$ cat config.mk
export PLATFORM = sky130hd
export DESIGN_NAME = bmd_board_memory
export DESIGN_NICKNAME = d
export VERILOG_FILES = /design/src/bmd_pkg.sv /design/src/bmd_board_memory.sv
export SDC_FILE = /design/constraint.sdc
export NUM_CORES = 1
export LEC_CHECK = 0
export ABC_AREA = 0
export CORE_MARGIN = 3
export CORE_UTILIZATION = 45
export CTS_CLUSTER_SIZE = 12
export DETAILED_ROUTE_END_ITERATION = 10
export DONT_BUFFER_PORTS = 1
export GPL_TIMING_DRIVEN = 0
export PLACE_DENSITY = 0.6
export SLEW_MARGIN = 25
export SYNTH_ARGS = -nofsm -noshare
export SYNTH_HDL_FRONTEND = slang
export SYNTH_SLANG_ARGS = --single-unit
$ cat constraint.sdc
create_clock -name clk -period 2.2 [get_ports clk]
set_input_delay 0 -clock clk [delete_from_list [all_inputs] [get_ports clk]]
set_output_delay 0 -clock clk [all_outputs]
set_load 0.01 [all_outputs]
$ cat src/bmd_pkg.sv
// Package for the board memory decode and control block.
// Assumes a 24-bit processor address bus and a 100 MHz system clock.
package bmd_pkg;

  localparam int unsigned CLK_PERIOD_NS       = 10;
  localparam int unsigned REFRESH_PERIOD_US   = 15;
  localparam int unsigned REFRESH_CYCLES      = (REFRESH_PERIOD_US * 1000) / CLK_PERIOD_NS;
  localparam int unsigned REFRESH_CNT_W       = 11;

  localparam logic [23:0] ROM_BASE            = 24'hF80000;
  localparam logic [23:0] ROM_TOP             = 24'hFFFFFF;
  localparam logic [23:0] ROM_ALIAS_BASE      = 24'h0E0000;
  localparam logic [23:0] ROM_ALIAS_TOP       = 24'h0FFFFF;
  localparam logic [23:0] ROM_ALIAS_TARGET    = 24'hFE0000;
  localparam logic [23:0] RAM_BASE            = 24'h000000;
  localparam logic [23:0] RAM_LOW_TOP         = 24'h09FFFF;
  localparam logic [23:0] VIDEO_BASE          = 24'h0A0000;
  localparam logic [23:0] VIDEO_TOP           = 24'h0BFFFF;
  localparam logic [23:0] ADAPTER_BASE        = 24'h0C0000;
  localparam logic [23:0] ADAPTER_TOP         = 24'h0DFFFF;
  localparam logic [23:0] RAM_HIGH_BASE       = 24'h100000;
  localparam logic [23:0] RAM_HIGH_TOP        = 24'h15FFFF;
  localparam logic [23:0] CHANNEL_BASE        = 24'h160000;
  localparam logic [23:0] CHANNEL_TOP         = 24'hF7FFFF;
  localparam logic [23:0] CARD_BANK_BASE      = 24'h080000;

  localparam int unsigned BANK_SHIFT          = 17;
  localparam int unsigned NUM_BANKS           = 5;

  localparam logic [15:0] BANK_ENABLE_PORT    = 16'h0104;
  localparam logic [7:0]  BANK_ENABLE_RESET   = 8'h1F;
  localparam logic [7:0]  BANK_ENABLE_MASK    = 8'h1F;

  typedef enum logic [2:0] {
    BMD_TGT_NONE,
    BMD_TGT_ROM,
    BMD_TGT_RAM,
    BMD_TGT_VIDEO,
    BMD_TGT_ADAPTER,
    BMD_TGT_CHANNEL
  } bmd_target_t;

endpackage

$ cat src/bmd_board_memory.sv
// Board memory decoder with RAM wait state, refresh and bank enable port.
// Assumes one processor cycle at a time, held until memReady, on the same clock.
`timescale 1ns/1ps
module bmd_board_memory
  import bmd_pkg::*;
(
  input  wire logic              clk,           // System clock.
  input  wire logic              arst_n,        // Asynchronous reset, active low.
  input  wire logic              memReq,        // Memory cycle request, held until memReady.
  input  wire logic              memWrite,      // Memory cycle is a write.
  input  wire logic [23:0]       memAddr,       // Processor byte address.
  input  wire logic              ioWrite,       // I/O write strobe, one cycle.
  input  wire logic              ioRead,        // I/O read strobe, one cycle.
  input  wire logic [15:0]       ioAddr,        // I/O port address.
  input  wire logic [7:0]        ioWdata,       // I/O write data.
  input  wire logic              setupMode,     // System board is in setup.
  input  wire logic              ramOptionIn,   // RAM option installed (card present).
  input  wire logic [15:0]       romData,       // ROM word from the paired byte modules.
  output logic                   memReady,      // Cycle complete, one-cycle pulse.
  output logic [15:0]            memRdata,      // Read word for ROM cycles.
  output bmd_pkg::bmd_target_t   memTarget,     // Decoded target of the last cycle.
  output logic                   ramSel,        // Soldered board RAM strobe.
  output logic                   cardBankSel,   // Plug-in card second bank strobe.
  output logic                   romSel,        // ROM strobe.
  output logic [17:0]            romAddr,       // ROM word address inside 512KB.
  output logic                   channelSel,    // Cycle passed to video, adapter or channel.
  output logic                   refreshReq,    // Refresh cycle active, one-cycle pulse.
  output logic [7:0]             ioRdata,       // I/O read data.
  output logic                   ioRvalid       // I/O read data valid, one-cycle pulse.
);
  import bmd_pkg::*;

  typedef enum logic [1:0] {BMD_IDLE, BMD_WAIT, BMD_DONE, BMD_REFRESH} bmd_state_t;

  bmd_state_t             state_reg;
  logic [7:0]             bankEnable_reg;
  logic [REFRESH_CNT_W-1:0] refreshCnt_reg;
  logic                   refreshPend_reg;
  logic [2:0]             optSync_reg;
  logic                   ramOption_reg;
  bmd_target_t            target;
  logic                   toCard;
  logic [NUM_BANKS-1:0]   bankHit;

  // Bank decode within the low 640KB.
  function automatic logic [NUM_BANKS-1:0] bmd_bank_hit(input logic [23:0] a);
    logic [NUM_BANKS-1:0] h;
    h = '0;
    for (int i = 0; i < NUM_BANKS; i++) begin
      if (a[23:BANK_SHIFT] == 7'(i)) begin
        h[i] = 1'b1;
      end
    end
    return h;
  endfunction

  assign bankHit = bmd_bank_hit(memAddr) & bankEnable_reg[NUM_BANKS-1:0];

  // Decode order matters: the ROM windows and the two reserved windows are
  // tested before the RAM range, so a disabled bank or a missing option can
  // only ever fall through to the channel, never onto another board device.
  // The RAM option also hands the last low bank (from CARD_BANK_BASE) to the
  // card, so with it the soldered banks answer only below 512KB.
  always_comb begin
    target = BMD_TGT_CHANNEL;
    toCard = 1'b0;
    if (memAddr >= ROM_BASE) begin
      target = BMD_TGT_ROM;
    end else if (memAddr >= ROM_ALIAS_BASE && memAddr <= ROM_ALIAS_TOP) begin
      target = BMD_TGT_ROM;
    end else if (memAddr >= ADAPTER_BASE && memAddr <= ADAPTER_TOP) begin
      target = BMD_TGT_ADAPTER;
    end else if (memAddr >= VIDEO_BASE && memAddr <= VIDEO_TOP) begin
      target = BMD_TGT_VIDEO;
    end else if (memAddr <= RAM_LOW_TOP) begin
      // A disabled bank leaves the cycle for expansion memory.
      target = (|bankHit) ? BMD_TGT_RAM : BMD_TGT_CHANNEL;
      toCard = ramOption_reg && memAddr >= CARD_BANK_BASE;
    end else if (ramOption_reg && memAddr >= RAM_HIGH_BASE && memAddr <= RAM_HIGH_TOP) begin
      target = BMD_TGT_RAM;
      toCard = 1'b1;
    end
  end

  // The option strap comes from a connector pin, so it is synchronised.
  // A change is taken only once two stages agree, so a bouncing pin cannot
  // flip the RAM map in the middle of a cycle.
  always_ff @(posedge clk or negedge arst_n) begin
    if (!arst_n) begin
      optSync_reg   <= 3'h0;
      ramOption_reg <= 1'b0;
    end else begin
      optSync_reg <= {optSync_reg[1:0], ramOptionIn};
      if (optSync_reg[1] == optSync_reg[2]) begin
        ramOption_reg <= optSync_reg[2];
      end
    end
  end

  // Writes outside setup are dropped silently.
  always_ff @(posedge clk or negedge arst_n) begin
    if (!arst_n) begin
      bankEnable_reg <= BANK_ENABLE_RESET;
    end else if (ioWrite && ioAddr == BANK_ENABLE_PORT && setupMode) begin
      bankEnable_reg <= ioWdata & BANK_ENABLE_MASK;
    end
  end

  // Reads of any other port return zero so a stray read cannot show stale
  // bank bits; the reserved bits always read back as zero.
  always_ff @(posedge clk or negedge arst_n) begin
    if (!arst_n) begin
      ioRdata  <= 8'h00;
      ioRvalid <= 1'b0;
    end else begin
      ioRvalid <= ioRead;
      ioRdata  <= (ioRead && ioAddr == BANK_ENABLE_PORT) ? bankEnable_reg : 8'h00;
    end
  end

  // Refresh timer: the request stays pending until the RAM is idle.
  // The timer runs free and is never held by traffic, so refreshes keep
  // their average rate even when one of them has to wait for a RAM cycle.
  always_ff @(posedge clk or negedge arst_n) begin
    if (!arst_n) begin
      refreshCnt_reg  <= '0;
      refreshPend_reg <= 1'b0;
    end else begin
      if (refreshCnt_reg == REFRESH_CNT_W'(REFRESH_CYCLES - 1)) begin
        refreshCnt_reg  <= '0;
        refreshPend_reg <= 1'b1;
      end else begin
        refreshCnt_reg <= refreshCnt_reg + 1'b1;
        if (state_reg == BMD_REFRESH) begin
          refreshPend_reg <= 1'b0;
        end
      end
    end
  end

  // One cycle at a time keeps the strobes simple: a RAM cycle walks IDLE,
  // WAIT and DONE, which gives the single wait state, and every other
  // target walks IDLE and DONE. Refresh starts only from IDLE, so it can
  // push a request back but never cut a RAM cycle in half. The cost is up
  // to two cycles of extra latency for a request that meets the timer.
  // Parity is absent by design: no parity lines exist on this path.
  always_ff @(posedge clk or negedge arst_n) begin
    if (!arst_n) begin
      state_reg   <= BMD_IDLE;
      memReady    <= 1'b0;
      memRdata    <= 16'h0000;
      memTarget   <= BMD_TGT_NONE;
      ramSel      <= 1'b0;
      cardBankSel <= 1'b0;
      romSel      <= 1'b0;
      romAddr     <= 18'h00000;
      channelSel  <= 1'b0;
      refreshReq  <= 1'b0;
    end else begin
      memReady <= 1'b0;
      unique case (state_reg)
        BMD_IDLE: begin
          ramSel      <= 1'b0;
          cardBankSel <= 1'b0;
          romSel      <= 1'b0;
          channelSel  <= 1'b0;
          if (refreshPend_reg) begin
            state_reg  <= BMD_REFRESH;
            refreshReq <= 1'b1;
          end else if (memReq) begin
            memTarget <= target;
            if (target == BMD_TGT_RAM) begin
              ramSel      <= ~toCard;
              cardBankSel <= toCard;
              state_reg   <= BMD_WAIT;
            end else begin
              romSel     <= (target == BMD_TGT_ROM);
              channelSel <= (target != BMD_TGT_ROM);
              // The alias lands in the top 128KB of the ROM.
              romAddr    <= (memAddr >= ROM_BASE) ? memAddr[18:1]
                            : {2'b11, memAddr[16:1]};
              state_reg  <= BMD_DONE;
            end
          end
        end
        BMD_WAIT: begin
          state_reg <= BMD_DONE;
        end
        BMD_DONE: begin
          memReady  <= 1'b1;
          memRdata  <= romSel ? romData : 16'h0000;
          state_reg <= BMD_IDLE;
        end
        BMD_REFRESH: begin
          refreshReq <= 1'b0;
          state_reg  <= BMD_IDLE;
        end
      endcase
    end
  end

endmodule

; Word level (Yosys, flattened, before mapping)
; Cells that the tools add are included.
[op_classes]
reduce_logical = 18
n_eq_ne = 15
n_mux = 43
bitwise_logic = 4
add_sub_neg = 1
order_cmp = 11
[op_table]
columns = op, n
row1 = "24-bit by 20-bit greater-or-equal comparator with 1-bit output, second input constant", 4
row2 = "24-bit by 20-bit <= comparator with 1-bit output, second input constant", 4
row3 = 1-bit two-way mux, 27
row4 = "24-bit by 21-bit greater-or-equal comparator with 1-bit output, second input constant", 1
row5 = "24-bit greater-or-equal comparator, second input constant", 1
row6 = "24-bit by 21-bit <= comparator with 1-bit output, second input constant", 1
row7 = 3-bit two-way mux, 7
row8 = 18-bit two-way mux, 1
row9 = "16-bit by 9-bit equality test with 1-bit output, second input constant", 1
row10 = 16-bit two-way mux, 1
row11 = "7-bit by 2-bit equality test with 1-bit output, second input constant", 2
row12 = "11-bit by 1-bit adder with 11-bit output, second input constant", 1
row13 = "11-bit equality test, second input constant", 1
row14 = 11-bit two-way mux, 1
row15 = 1-bit logical AND, 9
row16 = "7-bit by 1-bit equality test with 1-bit output, second input constant", 1
row17 = "7-bit by 3-bit equality test with 1-bit output, second input constant", 1
row18 = 7-bit zero test, 1
row19 = 2-bit two-way mux, 3
row20 = 2-bit case mux with 3 select lines, 1
row21 = 5-bit AND, 1
row22 = 5-bit two-way mux, 1
row23 = 5-bit OR reduction, 1
row24 = "2-bit equality test, second input constant", 2
row25 = other kinds (15), 18
[word_totals]
output_inout_bits = 52
word_cells = 109
in_bits = 72
reg_bits = 72

; Longest topological paths before layout
; Gate-level depths: netlist of run 1.
[depth]
ltp_word = 15
depth_mapped = 7
mapped_depth_nobuf = 6

; Least setup slack after synthesis of run 1
; No wires, ideal clock.
[synth_path]
path_kind = flip-flop to flip-flop
startpoint = register state_reg[1]
endpoint = register romAddr[10]
required_time_ns = 2.075
path_buffers = 2
arrival_time_ns = 1.669
slack_ns = 0.405
stages_incl_launch_ff = 7
period_less_slack_ns = 1.795
setup_ns = 0.125
path_cell_list = dfrtp_1 > or2_1 > buf_6 > nor3b_4 > nand2_4 > buf_8 > mux2_4
[synth_via]
elab_chain_len = 2
[synth_rtl]
columns = element, line_no
row1 = "start, declared", bmd_board_memory.sv:35  ; bmd_state_t state_reg;
row2 = "start signal, assigned", bmd_board_memory.sv:149  ; state_reg <= BMD_IDLE;
row3 = "start signal, assigned", bmd_board_memory.sv:168  ; state_reg <= BMD_REFRESH;
row4 = "start signal, assigned", bmd_board_memory.sv:175  ; state_reg <= BMD_WAIT;
row5 = 2-bit zero test, bmd_board_memory.sv:161  ; unique case (state_reg)
row6 = 4-bit AND reduction (no source line), n/a
row7 = "end signal, assigned", bmd_board_memory.sv:180  ; romAddr <= (memAddr >= ROM_BASE) ? memAddr[18:1]
row8 = "end, declared", bmd_board_memory.sv:25  ; output logic [17:0] romAddr,
; No other way between the ends.
; A chain may end at the register's enable or synchronous reset.

; Final worst setup path of run 1
; Ends and elaborated chain as after synthesis.

==> flow_summary.yaml, run 1 <==
sta:
  rsz0062_at_grt: "false"
  final_max_slew_viol_count: 0
  timing.fmax_mhz: 513
  finalCritPeriodShare_pct: 88.6
  worst_pin_slew_ns: 0.640
  slew-limit-headroom_pct: 57.0
  worst_slack_ns: 0.251
  fin_tns_setup_ns: 0
  fin_crit_ns: 1.95
  setup_viol: 0
  hold_violations: 0
  finClkSkew_ns: 0.00914
placed_design:
  place_inst: 342
  dp_slack_ns: 0.228
  gp_congestion: 0.764
  numPortBuffers: 0
  place_hpwl_mm: 4.16
min_path:
  min_path_cells: 3
  holdCritPathClass: "input pin to flip-flop"
floorplan:
  die_area_mm2: 0.00782
  die_x_um: 88.4
  io-pin-count: 124
  core_mm2: 0.00646
  die_h_um: 88.4
  std_cell_rows: 29
  initial_core_util_pct: 47.3
power_and_ir_drop:
  leakage_uw: 0.00169
  powerDensity_mw_per_mm2: 769
  peakVddDrop_mv: 0.381
  switching_power_uw: 696
  switching_share_pct: 23.2
  seqPwrFrac_pct: 49.2
  p_int_uw: 2310
  p_comb_share_pct: 8.9
  total_power_uw: 3000
  clkPwrFrac_pct: 41.8
final_layout:
  fin_cells: 406
  diodes: 0
  fin_util_pct: 60.4
  drive_gt1_share_pct: 16.7
  syn_to_final_growth_pct: 27.7
  fill_cells: 544
  largest_reg_flops: 18
  nets: 397
setup_path:
  crit_fanout: 10
  critPathTopFamily: "simple AND/OR/NAND/NOR gates"
  r2r_slack_ns: 0.25
  critical_path_class: "flip-flop to flip-flop"
  cp.arrival_ns: 2.18
  cp.depth: 6
  cp-end-kind: "flip-flop"
  ff2ff_path_depth: 6
  start_kind: "flip-flop"
  crit_buf_inv: 2
  slowest_delay_ns: 0.41
  cp.required_ns: 2.43
  slowest_stage: "dfrtp_1"
  crit_path_cell_trace: "or2_1, buf_6, nor3b_4, nand2_4, buf_8, mux2_4"
clock_tree:
  post_cts_resized: 0
  cts_sinks: 72
  path_clk_slew_ns: 0.08
  htree_levels: 3
  cts_tree: "yes"
  cts_root_buffer: "clkbuf_8"
  cts_buffer_depth: 2
  insertion_delay_ns: 0.34
  cts_made_buffers: 9
routing:
  routed_wl_mm: 6.51
  wl_per_cell_um: 16.0
  routed_via_density: 5.18
  drtPass1Iterations: 4
  vias: 2105
  drc_errors: 0
  drt_iter0_markers: 66
  ant_nets: 0
yosys:
  synth.distinct_cells: 51
  async_flop_share_pct: 100
  synth.area.top_cells: "dfrtp_1 55%, nand2_1 5.5%, mux2_2 5.2%, dfstp_2 4.3%, mux2_4 3.9%"
  ys_seq_area_share_pct: 59.1
  synth_warnings: 0
  synth.top_cell.area_share_pct: 54.8
  postSynthAreaPerCell_um2: 11.6
  synthCells: 263
  synth_ff_type: "dfrtp_1"
  yosys_register_bits: 72
  yosys.area.top_type: "dfrtp_1"
  synth_edf_count: 0
  netlist_area_mm2: 0.00306
global_route:
  grt_start_max_net_pins: 73
  overflow: 0
  track_usage_pct: 17.3
  grt_pass1_vias: 2273
  antenna_found_initial: 0
  grt_pass1_wl_mm: 10.5
status:
  status: "complete, no violations"
run:
  cap_viol_max_count: 0
[per-layer routing]
metal	part of all wire, %	track usage (%)
met1	43	21.9
met2	47	27.5
met3	8.7	5.68
met4	0.98	7.28
met5	0	0
[layout make-up]
type | count | area (µm²) | share of cell area [%]
inverters | 5 | 18.8 | 0.481
flip-flops and latches | 72 | 1810 | 46.3
clock buffers | 9 | 124 | 3.17
repair buffers | 48 | 498 | 12.8
multi-input cells | 176 | 1160 | 29.6
clock inverters | 7 | 120 | 3.08
plain buffers | 12 | 82.6 | 2.12
well taps | 77 | 96.3 | 2.47
[cell families (layout without fill, tap and decap cells)]
family                   Yosys count  after routing  synth area share (%)
other                              1              3                 0.123
multiplexers                      24             24                  9.74
XOR/XNOR                           9              9                  2.58
AND/OR/NAND/NOR                   99             99                  16.0
AO/OA/AOI/OAI                     39             39                  8.39
buffers and inverters             17             81                  3.31
adder cells (fa/ha/maj)            2              2                 0.736
flip-flops                        72             72                  59.1
[power by group through the flow]
stage	sequential, µW	combinational (µW)	clock, µW
6_report	1480	269	1260
5_1_grt	1490	297	1370
4_1_cts	1480	271	1290
3_5_place_dp	1500	170	0
3_3_place_gp	1500	167	0
2_1_floorplan	1490	150	0
[final timing paths]
kind | from | to
worst max register to register | state_reg[1] | romAddr[10]
worst min register to register | optSync_reg[0] | optSync_reg[1]
max in group asynchronous | arst_n | bankEnable_reg[3]
worst max-delay path | state_reg[1] | romAddr[10]
min in group asynchronous | arst_n | memRdata[15]
worst min-delay path | memAddr[20] | state_reg[0]
[cells in the mapped netlist (all sizes together) (2+ instances only)]
| cell type | count |
|---|---|
| mux2i | 2 |
| inv | 5 |
| clkbuf | 6 |
| a21oi | 4 |
| xor2 | 6 |
| nor4 | 3 |
| dfrtp | 67 |
| nand3 | 6 |
| mux2 | 22 |
| nand3b | 3 |
| o211ai | 2 |
| nor2 | 18 |
| nor4b | 2 |
| dfstp | 5 |
| nor3 | 2 |
| and2 | 6 |
| o31a | 2 |
| or2 | 2 |
| a21o | 3 |
| nand2b | 2 |
| o21ai | 19 |
| buf | 6 |
| xnor2 | 3 |
| nand2 | 46 |
[through the flow]
stage | hold slack [ns] | area [µm²]
floorplan | -0.296 | 3070
global placement | -0.293 | 3160
detailed placement | -0.293 | 3160
CTS | 0.0200 | 3900
global route | 0.0438 | 3900
finish | 0.0278 | 3900
[worst reg2reg max path, cell delays in order, from the launching register on]
cell	delay [ns]
dfrtp_1	0.41
or2_1	0.25
buf_6	0.14
nor3b_4	0.39
nand2_4	0.17
buf_8	0.19
mux2_4	0.30
[cell usage in the layout (no fill, tap or decap), types with 4 or more instances in the layout]
master / instances
a21oi_1: 4
and2_1: 6
clkbuf_1: 6
clkbuf_8: 9
dfrtp_1: 67
dfstp_2: 5
dlygate4sd3_1: 47
inv_1: 5
mux2_2: 14
mux2_4: 8
nand2_1: 45
nand3_1: 6
nor2_1: 18
o21ai_0: 19
xor2_1: 6
[repair_timing]
| item | CTS | global route |
|---|---|---|
| hold endpoints to repair | 125 | 0 |
| buffers inserted | 0 | 0 |
| hold buffers | 48 | 0 |
No activity file was read; power rests on OpenSTA's default activity.
==> inputs of run 2 (changes only) <==
- CELL_PAD_IN_SITES_DETAIL_PLACEMENT: unset -> 1
- CELL_PAD_IN_SITES_GLOBAL_PLACEMENT: unset -> 2
- CORE_ASPECT_RATIO: unset -> 1.25
- CORE_UTILIZATION: 45 -> 38
- PLACE_DENSITY: 0.6 -> 0.78
==> flow_summary.yaml, run 2 (same netlist as run 1, synthesis figures left out) <==
floorplan:
  initial_core_util_pct: 40.4
  io-pin-count: 124
  die_area_mm2: 0.00917
  die_x_um: 86.2
  core_mm2: 0.00758
  die_h_um: 106
  std_cell_rows: 35
setup_path:
  cp-end-kind: "flip-flop"
  r2r_slack_ns: 0.18
  r2r-end: "romAddr[13]"
  cp.required_ns: 2.43
  cp.arrival_ns: 2.24
  r2r-start: "state_reg[1]"
  critical_path_class: "flip-flop to flip-flop"
  crit_fanout: 10
  start_kind: "flip-flop"
  ff2ff_path_depth: 6
global_route:
  grt_start_max_net_pins: 73
  grt_pass1_wl_mm: 12.4
  antenna_found_initial: 0
  track_usage_pct: 17.2
  grt_pass1_vias: 2431
  overflow: 0
sta:
  hold_violations: 0
  timing.fmax_mhz: 496
  setup_viol: 0
  holdWs_ns: 0.0422
  worst_pin_slew_ns: 0.525
  finClkSkew_ns: 0.0140
  final_max_slew_viol_count: 0
  fin_crit_ns: 2.02
  fin_tns_setup_ns: 0
  rsz0062_at_grt: "false"
  slew-limit-headroom_pct: 64.7
  finalCritPeriodShare_pct: 91.7
routing:
  drt_iter0_markers: 66
  wl_per_cell_um: 18.0
  routed_wl_mm: 7.59
  drc_errors: 0
  vias: 2145
  routed_via_density: 5.10
  ant_nets: 0
  drtPass1Iterations: 4
clock_tree:
  path_clk_slew_ns: 0.08
  cts_made_buffers: 9
  cts_buffer_depth: 2
  hold_buffers: 48
  cts_sinks: 72
  cts_root_buffer: "clkbuf_8"
  htree_levels: 3
  cts_tree: "yes"
  post_cts_resized: 0
  insertion_delay_ns: 0.34
  postCtsSetupRepairBufs: 0
placed_design:
  gp_congestion: 0.671
  numPortBuffers: 0
  post_dp_cell_area_mm2: 0.00318
  place_inst: 357
  place_hpwl_mm: 4.83
run:
  cap_viol_max_count: 0
final_layout:
  mostFrequentLayoutCell: "dfrtp_1"
  drive_gt1_share_pct: 15.8
  fin_util_pct: 50.6
  nets: 397
  fin_cells: 421
  fill_cells: 807
  largest_reg_flops: 18
  diodes: 0
  fin_area_mm2: 0.00384
  final_cell_mix: "67 x dfrtp_1, 47 x dlygate4sd3_1, 45 x nand2_1"
  syn_to_final_growth_pct: 25.5
min_path:
  holdCritPathClass: "input pin to flip-flop"
  hp-start: "ioAddr[4]"
  hold-path-endpoint: "ioRdata[0]"
  min_path_cells: 4
status:
  status: "complete, no violations"
power_and_ir_drop:
  peakVddDrop_mv: 0.388
  powerDensity_mw_per_mm2: 687
  leakage_uw: 0.00165
## run 2: critical path: stages (launching register included)
cell,delay [ns]
dfrtp_1,0.43
or2_1,0.26
buf_6,0.14
nor3b_4,0.40
nand2_4,0.18
buf_8,0.20
mux2_4,0.30
## run 2: where the power goes
group	internal [µW]	switching [µW]	total (µW)
clock network	405	469	874
logic	157	119	276
registers	1400	88.3	1480
total	1960	676	2630
## run 2: layer usage
layer  vias to the layer above  share of wire [%]  GRT usage, %
met5                         -                  0             0
met4                         0                1.2          5.57
met3                        11                7.9          6.74
met2                        85                 53          29.2
met1                      1037                 38          19.8
li1                       1012                  -             -
## run 2: how the worst max path moves through the flow
| stage | from | to | slack (ns) | cells past startpoint |
|---|---|---|---|---|
| after CTS | state_reg[1] | romAddr[4] | 0.16 | 6 |
| after detailed placement | state_reg[1] | romAddr[4] | 0.17 | 6 |
| after floorplan | state_reg[1] | romAddr[10] | 0.41 | 6 |
| after global placement | state_reg[1] | romAddr[15] | 0.23 | 6 |
| final | state_reg[1] | romAddr[13] | 0.18 | 6 |
| after global routing | state_reg[1] | romAddr[8] | 0.10 | 6 |
## run 2: through the flow
step                setup slack, ns  total power (µW)
floorplan                     0.406              1640
global placement              0.231              1670
detailed placement            0.171              1680
CTS                           0.163              2680
global route                  0.104              2770
finish                        0.184              2630
## run 2: cell type report
class                      instances  area [µm²]  share of cell area (%)
clock inverter                     4        22.5                   0.587
timing repair buffer              48         498                    13.0
tap                               92         115                    3.00
clock buffer                      12         135                    3.52
multi-input combinational        176        1160                    30.1
buffer                            12        82.6                    2.15
sequential                        72        1810                    47.1
inverter                           5        18.8                   0.489
